**config.mk**
```make
export PLATFORM = sky130hd
export DESIGN_NAME = aspf_top
export DESIGN_NICKNAME = d
export VERILOG_FILES = /design/src/aspf_fifo.v /design/src/aspf_top.v
export VERILOG_INCLUDE_DIRS = /design/src
export SDC_FILE = /design/constraint.sdc
export NUM_CORES = 1
export LEC_CHECK = 0
export ABC_AREA = 1
export BUFFER_PORTS_ARGS = -buffer_cell sky130_fd_sc_hd__buf_4
export CORE_MARGIN = 3
export CORE_UTILIZATION = 45
export CTS_CLUSTER_SIZE = 40
export DETAILED_ROUTE_END_ITERATION = 8
export PLACE_DENSITY = 0.67
export SETUP_SLACK_MARGIN = 0.05
export SYNTH_ARGS = -nofsm -noshare
export SYNTH_HDL_FRONTEND = slang
export SYNTH_SLANG_ARGS = --single-unit
```
**constraint.sdc**
```tcl
create_clock -name mclk_i -period 6.9 [get_ports mclk_i]
set_input_delay 1.38 -clock mclk_i [delete_from_list [all_inputs] [get_ports mclk_i]]
set_output_delay 1.38 -clock mclk_i [all_outputs]
set_load 0.03 [all_outputs]
```
**src/aspf_defines.vh**
```
// aspf_defines.vh: register offsets, field positions, reset values and counts
// for the async serial port; assumes an APB slave with 32-bit aligned words.
// Functional notes
// - disabling the port lets the character in flight finish first.
// - frame is start, data lsb first, optional parity, then stop bits.
// - 5 to 8 data bits, one or two stop bits.
// - even, odd, stick or no parity on transmit and receive.
// - divisor is 16-bit integer plus 6-bit fraction in sixty-fourths.
// - divisor equals clock over sixteen times baud rate.
// - oversample tick at 16x baud; tx bit is sixteen ticks.
// - divisors and line control latch together only on line control write.
// - 16-entry tx fifo of bytes, 16-entry rx fifo with four status bits.
// - busy while tx fifo non-empty or a character is still shifting.
// - start bit resampled at eighth tick; high means false start.
// - data bits sampled every sixteenth tick, then parity checked.
// - stop bit must be high else framing error; push to rx fifo.
// - data read gives 8 data plus break, parity and framing flags; overrun bit reads 0; write queues 8 bits.
// - fifos act as one-entry holding registers until fifo enable set.
// - tx and rx thresholds select 1/8, 1/4, 1/2, 3/4 or 7/8.
// - both thresholds reset to half full.
// - seven masked events ORed onto one interrupt line.
// - writing 1 to clear bit clears raw and masked status, except rx and tx, which follow fifo level.
// - rx timeout when rx fifo holds data and 32 bit times idle.
// - rx timeout clears on drain or on its clear bit.
// - loopback routes transmitter output to receiver input.
`ifndef ASPF_DEFINES_VH
`define ASPF_DEFINES_VH
`define ASPF_OFS_DATA   12'h000
`define ASPF_OFS_RSR    12'h004
`define ASPF_OFS_FLAG   12'h018
`define ASPF_OFS_IBRD   12'h024
`define ASPF_OFS_FBRD   12'h028
`define ASPF_OFS_LCR    12'h02C
`define ASPF_OFS_CTL    12'h030
`define ASPF_OFS_IFLS   12'h034
`define ASPF_OFS_IM     12'h038
`define ASPF_OFS_RIS    12'h03C
`define ASPF_OFS_MIS    12'h040
`define ASPF_OFS_ICR    12'h044
// line control fields
`define ASPF_LCR_BRK    0
`define ASPF_LCR_PEN    1
`define ASPF_LCR_EPS    2
`define ASPF_LCR_STP2   3
`define ASPF_LCR_FEN    4
`define ASPF_LCR_WLS    5
`define ASPF_LCR_SPS    7
// control fields
`define ASPF_CTL_EN     0
`define ASPF_CTL_LBE    7
`define ASPF_CTL_TXE    8
`define ASPF_CTL_RXE    9
`define ASPF_CTL_RST    16'h0300
`define ASPF_IFLS_RST   6'h12
// interrupt bit positions
`define ASPF_IRQ_RX     4
`define ASPF_IRQ_TX     5
`define ASPF_IRQ_RT     6
`define ASPF_IRQ_FE     7
`define ASPF_IRQ_PE     8
`define ASPF_IRQ_BE     9
`define ASPF_IRQ_OE     10
`define ASPF_RT_BITS    32
`define ASPF_OVS        16
`endif

```
**src/aspf_fifo.v**
```verilog
// aspf_fifo.v: small synchronous fifo with registered read data.
// assumes the caller never pushes when full nor pops when empty.
`default_nettype none
module aspf_fifo #(
   parameter W = 8,
   parameter AW = 4
) (
   input  wire          mclk_i,
   input  wire          rstn_i,
   input  wire          one_i,
   input  wire          push_i,
   input  wire [W-1:0]  wdata_i,
   input  wire          pop_i,
   output reg  [W-1:0]  rdata_o,
   output wire [AW:0]   count_o,
   output wire          full_o,
   output wire          empty_o
);
   reg [W-1:0]  mem_q [0:(1<<AW)-1];
   reg [AW:0]   wp_q;
   reg [AW:0]   rp_q;
   assign count_o = wp_q - rp_q;
   assign empty_o = (count_o == {(AW+1){1'b0}});
   // one_i makes the fifo a one-entry holding register
   assign full_o  = one_i ? !empty_o : count_o[AW];
   always @(posedge mclk_i) begin
      if (!rstn_i) begin
         wp_q <= {(AW+1){1'b0}};
         rp_q <= {(AW+1){1'b0}};
         rdata_o <= {W{1'b0}};
      end else begin
         if (push_i)
            wp_q <= wp_q + 1'b1;
         if (pop_i)
            rp_q <= rp_q + 1'b1;
         rdata_o <= mem_q[pop_i ? rp_q[AW-1:0] + 1'b1 : rp_q[AW-1:0]];
         if (push_i && (empty_o || (pop_i && count_o == 1)))
            rdata_o <= wdata_i;
      end
   end
   always @(posedge mclk_i) begin
      if (push_i)
         mem_q[wp_q[AW-1:0]] <= wdata_i;
   end
endmodule // aspf_fifo
`default_nettype wire

```
**src/aspf_top.v**
```verilog
// aspf_top.v: async serial port with fifos, fractional divisor, apb slave.
// assumes synchronous rx input and a single 20 MHz clock domain.
`include "aspf_defines.vh"
`default_nettype none
module aspf_top #(
   parameter AW = 4
) (
   input  wire        mclk_i,
   input  wire        rstn_i,
   input  wire        psel_i,
   input  wire        penable_i,
   input  wire        pwrite_i,
   input  wire [11:0] paddr_i,
   input  wire [31:0] pwdata_i,
   output reg  [31:0] prdata_o,
   output wire        pready_o,
   output wire        pslverr_o,
   input  wire        serial_in_line_i,
   output reg         serial_out_line_o,
   output wire        irq_o
);
   localparam ST_IDLE = 5'b00001;
   localparam ST_STRT = 5'b00010;
   localparam ST_DATA = 5'b00100;
   localparam ST_PAR  = 5'b01000;
   localparam ST_STOP = 5'b10000;

   reg [15:0] integer_divisor_reg_q;
   reg [5:0]  fraction_divisor_reg_q;
   reg [7:0]  line_control_reg_q;
   reg [29:0] work_q;
   reg [15:0] port_control_reg_q;
   reg [5:0]  fifo_level_select_reg_q;
   reg [10:0] irq_mask_reg_q;
   reg [10:0] raw_q;
   reg [3:0]  receive_error_reg_q;

   wire wr = psel_i && penable_i && pwrite_i;
   wire rd = psel_i && penable_i && !pwrite_i;
   assign pready_o = 1'b1;
   assign pslverr_o = 1'b0;

   wire [15:0] divisor_integer_part = work_q[29:14];
   wire [5:0]  divisor_fraction_part = work_q[13:8];
   wire [7:0]  lcr = work_q[7:0];
   wire        fifo_on = lcr[`ASPF_LCR_FEN];
   wire [1:0]  wls = lcr[`ASPF_LCR_WLS+1:`ASPF_LCR_WLS];
   wire [3:0]  nbits = {2'b00, wls} + 4'd5;
   wire        port_on = port_control_reg_q[`ASPF_CTL_EN];
   wire        loopback_enable_bit = port_control_reg_q[`ASPF_CTL_LBE];

   reg [15:0] bcnt_q;
   reg [6:0]  facc_q;
   reg        oversample_tick;
   wire [6:0] facc_n = {1'b0, facc_q[5:0]} + {1'b0, divisor_fraction_part};
   always @(posedge mclk_i) begin
      if (!rstn_i) begin
         bcnt_q <= 16'h0001;
         facc_q <= 7'h00;
         oversample_tick <= 1'b0;
      end else begin
         oversample_tick <= 1'b0;
         if (bcnt_q <= 16'h0001) begin
            oversample_tick <= (divisor_integer_part != 16'h0000);
            facc_q <= facc_n;
            // carry out of the fraction stretches this period by a cycle
            bcnt_q <= divisor_integer_part + {15'h0000, facc_n[6]};
         end else begin
            bcnt_q <= bcnt_q - 16'h0001;
         end
      end
   end

   // fifos
   wire [7:0]  txf_q;
   wire [11:0] rxf_q;
   wire [AW:0] tx_cnt;
   wire [AW:0] rx_cnt;
   wire tx_full, tx_empty, rx_full, rx_empty;
   wire data_sel = (paddr_i == `ASPF_OFS_DATA);
   wire tx_push = wr && data_sel && !tx_full;
   reg  tx_pop;
   reg  rx_push;
   reg  [11:0] rx_word;
   wire rx_pop = rd && data_sel && !rx_empty;

   aspf_fifo #(.W(8), .AW(AW)) u_txf (
      .mclk_i(mclk_i), .rstn_i(rstn_i), .one_i(!fifo_on),
      .push_i(tx_push), .wdata_i(pwdata_i[7:0]), .pop_i(tx_pop),
      .rdata_o(txf_q), .count_o(tx_cnt), .full_o(tx_full),
      .empty_o(tx_empty));
   aspf_fifo #(.W(12), .AW(AW)) u_rxf (
      .mclk_i(mclk_i), .rstn_i(rstn_i), .one_i(!fifo_on),
      .push_i(rx_push && !rx_full), .wdata_i(rx_word), .pop_i(rx_pop),
      .rdata_o(rxf_q), .count_o(rx_cnt), .full_o(rx_full),
      .empty_o(rx_empty));

   // transmitter
   reg [4:0] ts_q;
   reg [3:0] tt_q;
   reg [3:0] ti_q;
   reg [7:0] tsh_q;
   reg       tpar_q;
   wire tx_en = port_on && port_control_reg_q[`ASPF_CTL_TXE];
   reg  tline;
   function par_bit;
      input [7:0] d;
      input [3:0] n;
      input [7:0] l;
      reg p;
      integer k;
      begin
         p = 1'b0;
         for (k = 0; k < 8; k = k + 1)
            if (k < n)
               p = p ^ d[k];
         if (l[`ASPF_LCR_SPS])
            par_bit = !l[`ASPF_LCR_EPS];
         else
            par_bit = l[`ASPF_LCR_EPS] ? p : !p;
      end
   endfunction
   always @(posedge mclk_i) begin
      if (!rstn_i) begin
         ts_q <= ST_IDLE;
         tt_q <= 4'h0;
         ti_q <= 4'h0;
         tsh_q <= 8'h00;
         tpar_q <= 1'b0;
         tline <= 1'b1;
         tx_pop <= 1'b0;
      end else begin
         tx_pop <= 1'b0;
         case (ts_q)
            ST_IDLE: begin
               tline <= 1'b1;
               if (tx_en && !tx_empty && !tx_pop && oversample_tick) begin
                  tsh_q <= txf_q;
                  tpar_q <= par_bit(txf_q, nbits, lcr);
                  tx_pop <= 1'b1;
                  tt_q <= 4'h0;
                  tline <= 1'b0;
                  ts_q <= ST_STRT;
               end
            end
            ST_STRT, ST_DATA, ST_PAR, ST_STOP: begin
               if (oversample_tick) begin
                  tt_q <= tt_q + 4'h1;
                  // one bit per sixteen ticks, lsb first
                  if (tt_q == 4'hF) begin
                     case (ts_q)
                        ST_STRT: begin
                           ts_q <= ST_DATA;
                           ti_q <= 4'h0;
                           tline <= tsh_q[0];
                        end
                        ST_DATA: begin
                           ti_q <= ti_q + 4'h1;
                           tsh_q <= {1'b0, tsh_q[7:1]};
                           if (ti_q == nbits - 4'h1) begin
                              ts_q <= lcr[`ASPF_LCR_PEN] ? ST_PAR : ST_STOP;
                              tline <= lcr[`ASPF_LCR_PEN] ? tpar_q : 1'b1;
                              ti_q <= 4'h0;
                           end else begin
                              tline <= tsh_q[1];
                           end
                        end
                        ST_PAR: begin
                           ts_q <= ST_STOP;
                           ti_q <= 4'h0;
                           tline <= 1'b1;
                        end
                        default: begin
                           if (ti_q == {3'b000, lcr[`ASPF_LCR_STP2]}) begin
                              ts_q <= ST_IDLE;
                           end
                           ti_q <= ti_q + 4'h1;
                        end
                     endcase
                  end
               end
            end
            default: ts_q <= ST_IDLE;
         endcase
      end
   end
   always @(posedge mclk_i) begin
      if (!rstn_i)
         serial_out_line_o <= 1'b1;
      else
         serial_out_line_o <= tline && !lcr[`ASPF_LCR_BRK];
   end
   wire busy = !tx_empty || (ts_q != ST_IDLE);

   // receiver
   // loopback select
   wire rxd = loopback_enable_bit ? serial_out_line_o : serial_in_line_i;
   reg       rxd_q;
   reg [4:0] rs_q;
   reg [3:0] rt_q;
   reg [3:0] ri_q;
   reg [7:0] rsh_q;
   reg       rpe_q;
   reg       rzero_q;
   reg       rdone;
   wire rx_en = port_on && port_control_reg_q[`ASPF_CTL_RXE];
   always @(posedge mclk_i) begin
      if (!rstn_i) begin
         rs_q <= ST_IDLE;
         rt_q <= 4'h0;
         ri_q <= 4'h0;
         rsh_q <= 8'h00;
         rpe_q <= 1'b0;
         rzero_q <= 1'b0;
         rxd_q <= 1'b1;
         rx_push <= 1'b0;
         rx_word <= 12'h000;
         rdone <= 1'b0;
      end else begin
         rx_push <= 1'b0;
         rdone <= 1'b0;
         if (oversample_tick) begin
            rxd_q <= rxd;
            rt_q <= rt_q + 4'h1;
            case (rs_q)
               ST_IDLE: begin
                  // only start a character while enabled
                  if (rx_en && rxd_q && !rxd) begin
                     rs_q <= ST_STRT;
                     rt_q <= 4'h1;
                  end
               end
               ST_STRT: begin
                  if (rt_q == 4'h7) begin
                     if (rxd) begin
                        rs_q <= ST_IDLE;
                     end else begin
                        rs_q <= ST_DATA;
                        rt_q <= 4'h0;
                        ri_q <= 4'h0;
                        rzero_q <= 1'b1;
                        rsh_q <= 8'h00;
                     end
                  end
               end
               ST_DATA, ST_PAR, ST_STOP: begin
                  if (rt_q == 4'hF) begin
                     rzero_q <= rzero_q && !rxd;
                     case (rs_q)
                        ST_DATA: begin
                           rsh_q[ri_q[2:0]] <= rxd;
                           ri_q <= ri_q + 4'h1;
                           if (ri_q == nbits - 4'h1)
                              rs_q <= lcr[`ASPF_LCR_PEN] ? ST_PAR : ST_STOP;
                        end
                        ST_PAR: begin
                           rpe_q <= rxd != par_bit(rsh_q, nbits, lcr);
                           rs_q <= ST_STOP;
                        end
                        default: begin
                           // stop high else frame error; break
                           rx_word <= {!rx_full && 1'b0,
                                       rzero_q && !rxd,
                                       lcr[`ASPF_LCR_PEN] && rpe_q,
                                       !rxd, rsh_q};
                           rx_word[11] <= 1'b0;
                           rx_push <= 1'b1;
                           rdone <= 1'b1;
                           rpe_q <= 1'b0;
                           rs_q <= ST_IDLE;
                        end
                     endcase
                  end
               end
               default: rs_q <= ST_IDLE;
            endcase
         end
      end
   end
   wire overrun = rx_push && rx_full;

   reg [9:0] rto_q;
   always @(posedge mclk_i) begin
      if (!rstn_i || rx_empty || rdone)
         rto_q <= 10'h000;
      else if (oversample_tick && rto_q != 10'h3FF)
         rto_q <= rto_q + 10'h001;
   end
   wire rto_hit = (rto_q == `ASPF_RT_BITS * `ASPF_OVS - 1) && oversample_tick;

   function [AW:0] lvl;
      input [2:0] s;
      reg [31:0] t;
      begin
         case (s)
            3'd0: t = (1 << AW) / 8;
            3'd1: t = (1 << AW) / 4;
            3'd2: t = (1 << AW) / 2;
            3'd3: t = (3 << AW) / 4;
            default: t = (7 << AW) / 8;
         endcase
         lvl = t[AW:0];
      end
   endfunction
   wire [2:0] tx_level_select = fifo_level_select_reg_q[2:0];
   wire [2:0] rx_level_select = fifo_level_select_reg_q[5:3];
   wire tx_lvl = fifo_on ? (tx_cnt <= lvl(tx_level_select)) : tx_empty;
   wire rx_lvl = fifo_on ? (rx_cnt >= lvl(rx_level_select)) : !rx_empty;

   // events and clears; set wins over clear
   wire [10:0] ev;
   assign ev[3:0] = 4'h0;
   assign ev[`ASPF_IRQ_RX] = rx_lvl;
   assign ev[`ASPF_IRQ_TX] = tx_lvl;
   assign ev[`ASPF_IRQ_RT] = rto_hit;
   assign ev[`ASPF_IRQ_FE] = rx_push && rx_word[8];
   assign ev[`ASPF_IRQ_PE] = rx_push && rx_word[9];
   assign ev[`ASPF_IRQ_BE] = rx_push && rx_word[10];
   assign ev[`ASPF_IRQ_OE] = overrun;
   wire [10:0] clr = (wr && paddr_i == `ASPF_OFS_ICR) ? pwdata_i[10:0]
                                                       : 11'h000;
   wire wr_lcr = wr && paddr_i == `ASPF_OFS_LCR;
   always @(posedge mclk_i) begin
      if (!rstn_i) begin
         integer_divisor_reg_q <= 16'h0000;
         fraction_divisor_reg_q <= 6'h00;
         line_control_reg_q <= 8'h00;
         work_q <= 30'h0000_0000;
         port_control_reg_q <= `ASPF_CTL_RST;
         fifo_level_select_reg_q <= `ASPF_IFLS_RST;
         irq_mask_reg_q <= 11'h000;
         raw_q <= 11'h000;
         receive_error_reg_q <= 4'h0;
      end else begin
         // clear bit clears raw except rx and tx levels, drain clears timeout
         raw_q <= (raw_q & ~clr) | ev;
         if (rx_empty && !rx_push)
            raw_q[`ASPF_IRQ_RT] <= ev[`ASPF_IRQ_RT];
         raw_q[`ASPF_IRQ_RX] <= rx_lvl;
         raw_q[`ASPF_IRQ_TX] <= tx_lvl;
         if (wr && paddr_i == `ASPF_OFS_RSR)
            receive_error_reg_q <= 4'h0;
         if (rx_push)
            receive_error_reg_q <= receive_error_reg_q |
                                   {overrun, rx_word[10:8]};
         if (wr && paddr_i == `ASPF_OFS_IBRD)
            integer_divisor_reg_q <= pwdata_i[15:0];
         if (wr && paddr_i == `ASPF_OFS_FBRD)
            fraction_divisor_reg_q <= pwdata_i[5:0];
         // working register loads on line control write
         if (wr_lcr) begin
            line_control_reg_q <= pwdata_i[7:0];
            work_q <= {integer_divisor_reg_q, fraction_divisor_reg_q,
                       pwdata_i[7:0]};
         end
         if (wr && paddr_i == `ASPF_OFS_CTL)
            port_control_reg_q <= pwdata_i[15:0] & 16'h0381;
         if (wr && paddr_i == `ASPF_OFS_IFLS)
            fifo_level_select_reg_q <= pwdata_i[5:0];
         if (wr && paddr_i == `ASPF_OFS_IM)
            irq_mask_reg_q <= pwdata_i[10:0] & 11'h7F0;
      end
   end
   wire [10:0] mis = raw_q & irq_mask_reg_q;
   assign irq_o = |mis;

   // read mux
   wire [31:0] flag_reg = {24'h00_0000, !tx_empty, rx_full, tx_full,
                           rx_empty, busy, 3'b000};
   reg [31:0] rmux;
   always @* begin
      case (paddr_i)
         `ASPF_OFS_DATA: rmux = {20'h0_0000, receive_error_reg_q[3] &&
                                 rxf_q[11], rxf_q[10:0]};
         `ASPF_OFS_RSR:  rmux = {28'h000_0000, receive_error_reg_q};
         `ASPF_OFS_FLAG: rmux = flag_reg;
         `ASPF_OFS_IBRD: rmux = {16'h0000, integer_divisor_reg_q};
         `ASPF_OFS_FBRD: rmux = {26'h000_0000, fraction_divisor_reg_q};
         `ASPF_OFS_LCR:  rmux = {24'h00_0000, line_control_reg_q};
         `ASPF_OFS_CTL:  rmux = {16'h0000, port_control_reg_q};
         `ASPF_OFS_IFLS: rmux = {26'h000_0000, fifo_level_select_reg_q};
         `ASPF_OFS_IM:   rmux = {21'h00_0000, irq_mask_reg_q};
         `ASPF_OFS_RIS:  rmux = {21'h00_0000, raw_q};
         `ASPF_OFS_MIS:  rmux = {21'h00_0000, mis};
         default:        rmux = 32'h0000_0000;
      endcase
   end
   always @(posedge mclk_i) begin
      if (!rstn_i)
         prdata_o <= 32'h0000_0000;
      else if (psel_i && !penable_i)
         prdata_o <= rmux;
   end
endmodule // aspf_top
`default_nettype wire

```
; Word-level counts from Yosys, hierarchy flattened
; Memories as Yosys holds them, arrays and structs flattened. A register that Yosys moved wholly into a read port is not among the register bits.
; Cells that the tools add are included.
[op_classes]
addsub = 18
n_lt_le_gt_ge = 13
eq_ne = 52
mux = 165
bitwise = 22
reduce_logical = 89
[op_table]
columns = operator, n
row1 = $pmux W16 S11, 1
row2 = $mux W1, 110
row3 = $eq A12 B6 Y1 const B, 7
row4 = $mux W8, 9
row5 = $mux W4, 14
row6 = $mux W5, 10
row7 = $logic_and A1 B1 Y1, 40
row8 = $pmux W4 S2, 4
row9 = $pmux W4 S4, 2
row10 = $pmux W8 S2, 2
row11 = $pmux W5 S3, 2
row12 = $add A4 B1 Y4 const B, 6
row13 = $eq A12 B7 Y1 const B, 2
row14 = $and A11 B11 Y11, 2
row15 = $add A5 B1 Y5 const B, 4
row16 = $eq A5 B1 Y1 const B, 4
row17 = $pmux W5 S2, 2
row18 = $reduce_and A5 Y1, 4
row19 = $ne A2 B2 Y1 const B, 9
row20 = $add A16 B1 Y16, 1
row21 = $le A16 B1 Y1 const B, 1
row22 = $lt A3 B4 Y1 const A, 4
row23 = $mux W16, 1
row24 = $reduce_and A4 Y1, 4
row25 = other kinds (56), 114
[word_totals]
ff_bits = 247
mem_bits_rw = 304
output_inout_bits = 36
mem_count = 2
[mem_list]
columns = name, words, width, rd, rd_clocked_by_memory_dff, wr, line_no
row1 = u_rxf.mem_q, 16, 11, 1, 1, 1, aspf_fifo.v:19  ; reg [W-1:0] mem_q [0:(1<<AW)-1];
row2 = u_txf.mem_q, 16, 8, 1, 0, 1, aspf_fifo.v:19

; Depth between registers and ports, before layout
[logic_depth]
ltp_word = 67
ltp_mapped = 22
mapped_depth_nobuf = 21

; Modules after synthesis
; Synthesis repeated with hierarchy kept, for this count alone.
[unflattened]
cells_unflattened = 3106
hier_area_um2 = 26501.7
[by_module_without_submodules]
columns = module, n_inst, cells_each, area_per_inst_um2, seq_area_each_um2
row1 = aspf_top, 1, 1414, 9972.1, 3883.7
row2 = aspf_fifo (u_rxf), 1, 995, 9753.1, 6206.0
row3 = aspf_fifo (u_txf), 1, 697, 6776.5, 4204.0

; Worst setup path after synthesis
; Ideal clock, no wire load.
[synth_path]
kind = input -> register
startpoint = input port paddr_i[11]
endpoint = memory u_txf.mem_q[30][0], in the netlist u_txf.mem_q[15][0] (enable)
setup_time_ns = 0.375
arrival_ns = 2.722
t_required_ns = 6.525
slack_ns = 3.803
stages = 9
n_path_buf = 0
path_cell_list = nor2_1 > nand2_1 > nor2_4 > nand2_2 > nor2_1 > nand2_1 > inv_2 > nand2_1 > nor2_1
[synth_via]
elab_chain_len = 5
[synth_rtl]
columns = item, line_no
row1 = "start, declared", aspf_top.v:13  ; input wire [11:0] paddr_i,
row2 = $logic_not A12 Y1, n/a
row3 = $logic_and A1 B1 Y1 (2 in a row), aspf_top.v:81  ; wire tx_push = wr && data_sel && !tx_full;
row4 = $mux W1, aspf_fifo.v:42  ; if (push_i)
row5 = $mux W1 (implied by the code), aspf_fifo.v:43  ; mem_q[wp_q[AW-1:0]] <= wdata_i;
row6 = "end, declared", aspf_fifo.v:19
; No other way between the ends.

; Worst setup path after layout
[layout_path]
startpoint = input port paddr_i[11]
endpoint = register u_rxf.rdata_o[2], read port of u_rxf.mem_q
[layout_via]
elab_chain_len = 4
[layout_rtl]
columns = item, line_no
row1 = $logic_not A12 Y1, n/a
row2 = $logic_and A1 B1 Y1 (2 in a row), aspf_top.v:85  ; wire rx_pop = rd && data_sel && !rx_empty;
row3 = $mux W4, aspf_fifo.v:36  ; rdata_o <= mem_q[pop_i ? rp_q[AW-1:0] + 1'b1 : rp_q[AW-1:0]];
row4 = "end, declared", aspf_fifo.v:14  ; output reg [W-1:0] rdata_o,
; No other way between the ends.
; A chain may end at the register's enable or synchronous reset.

==> impl_metrics.json <==
{
  "route.vias.total": 19000,
  "critPathRequiredTime_ns": 7.45,
  "io_pins": 86,
  "sequential_share_of_power": 0.489,
  "post_cts_clock_slew_at_the_launch_and_capture_registers_of_the_worst_setup_and_hold_paths_ns": 0.06,
  "placement_row_count": 85,
  "cts-root-to-sink-buffers": 3,
  "setup_crit_path_kind": "in2reg",
  "clock_insertion_delay_worst_skew_ns": 0.62,
  "setup-tns-final_ns": 0,
  "hold_viol": 0,
  "max_slew_margin": 0.0980,
  "replace_congestion": 0.913,
  "number_of_drc_violations_after_detailed_routing_iteration_0": 1885,
  "max-vdd-ir-drop_v": 0.000201,
  "ys_types": 60,
  "postCtsHoldBufs": 0,
  "route.detailed.drc": 0,
  "timing.hold.worst.start": "receive_error_reg_q[1]",
  "seq_area_frac_synth": 0.561,
  "multi_input_area_sq_um": 8590,
  "comb_power_share": 0.089,
  "vias_in_the_first_global_route": 17900,
  "grt_start_max_net_pins": 82,
  "critical_path.startpoint_type": "input pin",
  "hpwl_um": 40600,
  "rr_endpoint": "u_rxf.rdata_o[2]",
  "die_w_um": 240,
  "route.final.wire_length_um": 63400,
  "clock.fmax_mhz": 226,
  "first_pass_grt_wire_length_um": 98100,
  "start_util": 0.456,
  "reg2reg_from": "u_rxf.wp_q[0]",
  "ctsResizeCount": 0,
  "io_buffer_count": 51,
  "rrSetupSlack_ns": 2.51,
  "nNetsFinal": 2841,
  "cts_num_sinks": 537,
  "cellPowerDensity_nw_per_um2": 261,
  "cts.htree.levels": 2,
  "utilization": 0.506,
  "drt-wirelength-per-cell_um": 18.1,
  "placeableCoreArea_sq_um": 53900,
  "worst-slew-pin-transition_ns": 1.35,
  "die_h_um": 240,
  "outcome": "finished, final reports clean",
  "final_layout_size_suffix_gt1_frac": 0.0690,
  "hold_end": "receive_error_reg_q[1]",
  "internal_power_mw": 5.37,
  "ant_nets_after_route": 0,
  "fillers": 4862,
  "cts_tree": "built",
  "synth_async_sr_flop_share": 0,
  "p_sw_mw": 1.75,
  "netlist_area_pre_place_sq_um": 24600,
  "vias_per_cell": 5.45,
  "area.sequential_sq_um": 13800,
  "synth_seq_cells": 537,
  "die_outline_area_sq_um": 57500,
  "diodes": 0,
  "global_route.usage.total": 0.217,
  "numCtsBuffers": 56,
  "synth_top_cells_by_area": "edfxtp_1 37%, dfxtp_1 19%, inv_1 6.5%",
  "maxCapViolCount": 0,
  "root_buffer": "clkbuf_16",
  "crit_path_max_fanout": 34,
  "finClkSkew_ns": 0.0265,
  "maxSlewViolCount": 0,
  "grt_setup_unrepaired": "false",
  "worstSetupEndpointType": "flip-flop",
  "crit_arrival_ns": 4.97,
  "detail_route.first_pass.iterations": 6,
  "most_common_library_cells_after_synthesis": "423 x inv_1, 368 x nand2_1, 312 x nand3_1",
  "swShare": 0.246,
  "ys_warn_count": 0,
  "grt-ovfl-total": 0,
  "synth_ff_type": "edfxtp_1",
  "antenna_found_initial": 0,
  "syn_area_per_cell_sq_um": 9.00,
  "power_frac_clock": 0.422,
  "min_path_cells": 2,
  "synthesis.instances": 2732,
  "final_worst_path_period_share": 0.641,
  "static_leak_nw": 10.9,
  "worst_reg2reg_path_length_in_cells": 17,
  "finalSetupViolations": 0,
  "synth_edf_count": 304,
  "synth_top_cell_area_share": 0.371,
  "area_growth_syn_to_layout_pct": 10.9,
  "post_cts_buffers": 0,
  "synth_top_area_cell": "edfxtp_1",
  "holdCritPathClass": "reg2reg",
  "layout_min_cycle_time_ns": 4.42,
  "post-synth-top-count-cell": "inv_1"
}
[worst max path at each step]
stage               depth (start not counted)            endpoint  slack [ns]     startpoint
floorplan                                   9  u_txf.mem_q[15][0]        3.80    paddr_i[11]
global placement                           16    u_rxf.rdata_o[2]        2.01    paddr_i[11]
detailed placement                         16    u_rxf.rdata_o[3]        1.97    paddr_i[11]
CTS                                        17    u_rxf.rdata_o[2]        2.53  u_rxf.wp_q[0]
global route                               17    u_rxf.rdata_o[6]        2.15  u_rxf.wp_q[0]
finish                                     14    u_rxf.rdata_o[2]        2.48    paddr_i[11]
[metal layers]
metal	track usage	wire (um)
met1	0.296	27800
met2	0.356	29500
met3	0.0309	4090
met4	0.0764	1950
met5	0	0
[layout make-up]
class	instances	area share
clock buffers	86	0.0620
clock inverters	20	0.00592
inverters	432	0.0595
multi-input cells	1651	0.315
flip-flops and latches	537	0.506
well taps	696	0.0319
repair buffers	71	0.0195
[sequential cells by signal, summed over array words and instances, names as in the netlist, 6 cells and up]
| signal | flops |
|---|---|
| raw_q | 11 |
| u_rxf.mem_q | 176 |
| facc_q | 6 |
| integer_divisor_reg_q | 16 |
| fraction_divisor_reg_q | 6 |
| rx_word | 11 |
| u_txf.rdata_o | 8 |
| u_rxf.rdata_o | 11 |
| tsh_q | 8 |
| work_q | 23 |
| u_txf.mem_q | 128 |
| fifo_level_select_reg_q | 6 |
| rsh_q | 8 |
| line_control_reg_q | 7 |
| irq_mask_reg_q | 7 |
| bcnt_q | 16 |
| rto_q | 10 |
| prdata_o | 16 |
[worst max-delay path, stage by stage]
cell and delay [ns]:
buf_4 0.11, nor2_1 0.10, nand2_1 0.19, nor2_4 0.20, nand2_2 0.16, nor2_8 0.17
nand3_2 0.69, nand2_2 0.32, xor2_1 0.09, nor2_1 0.58, nand2_1 0.47, nand3_1 0.31
nand2_1 0.10, inv_1 0.07
[power groups by stage]
stage	logic [mW]	clock network, mW	registers [mW]
after CTS	0.629	3.05	3.48
after floorplan	0.469	0	3.54
after global routing	0.716	3.17	3.49
final	0.632	3.00	3.49
after detailed placement	0.625	0	3.55
after global placement	0.602	0	3.55
[per-stage QoR]
step	instances	power [mW]	hold slack, ns	setup slack, ns	area (sq um)
final	3493	7.12	0.453	2.48	27300
after floorplan	2748	4.01	0.422	3.80	24600
after detailed placement	3386	4.18	0.445	1.97	25400
after global placement	3386	4.15	0.436	2.01	25400
after global routing	3493	7.38	0.479	2.15	27300
after CTS	3492	7.17	0.454	2.53	27300
[cell families after synthesis]
kind of cell / count (synthesis) / share of synthesized area
other: 2 / 0.000306
AO/OA/AOI/OAI: 517 / 0.119
adder cells (fa/ha/maj): 42 / 0.0223
multiplexers: 7 / 0.00285
AND/OR/NAND/NOR: 1013 / 0.184
XOR/XNOR: 54 / 0.0192
flip-flops: 537 / 0.561
buffers and inverters: 560 / 0.0919
[cells in the final DEF (no fill, tap or decap), types with 4 or more instances in the layout]
cell type	instances
inv_1	424
nand2_1	366
nand3_1	312
edfxtp_1	304
dfxtp_1	233
o21ai_0	225
nor2_1	223
a21oi_1	182
buf_4	71
clkbuf_16	60
xor2_1	40
ha_1	39
nand4_1	34
o221ai_1	33
nor3_1	28
conb_1	18
a211oi_1	16
clkbuf_1	16
xnor2_1	14
o211ai_1	14
nand3b_1	11
clkinv_2	11
nor4_1	10
o22ai_1	10
clkbuf_8	9
inv_2	7
nand2_2	7
mux2i_1	7
a31oi_1	5
o2111ai_1	4
No activity file was read; power rests on OpenSTA's default activity.
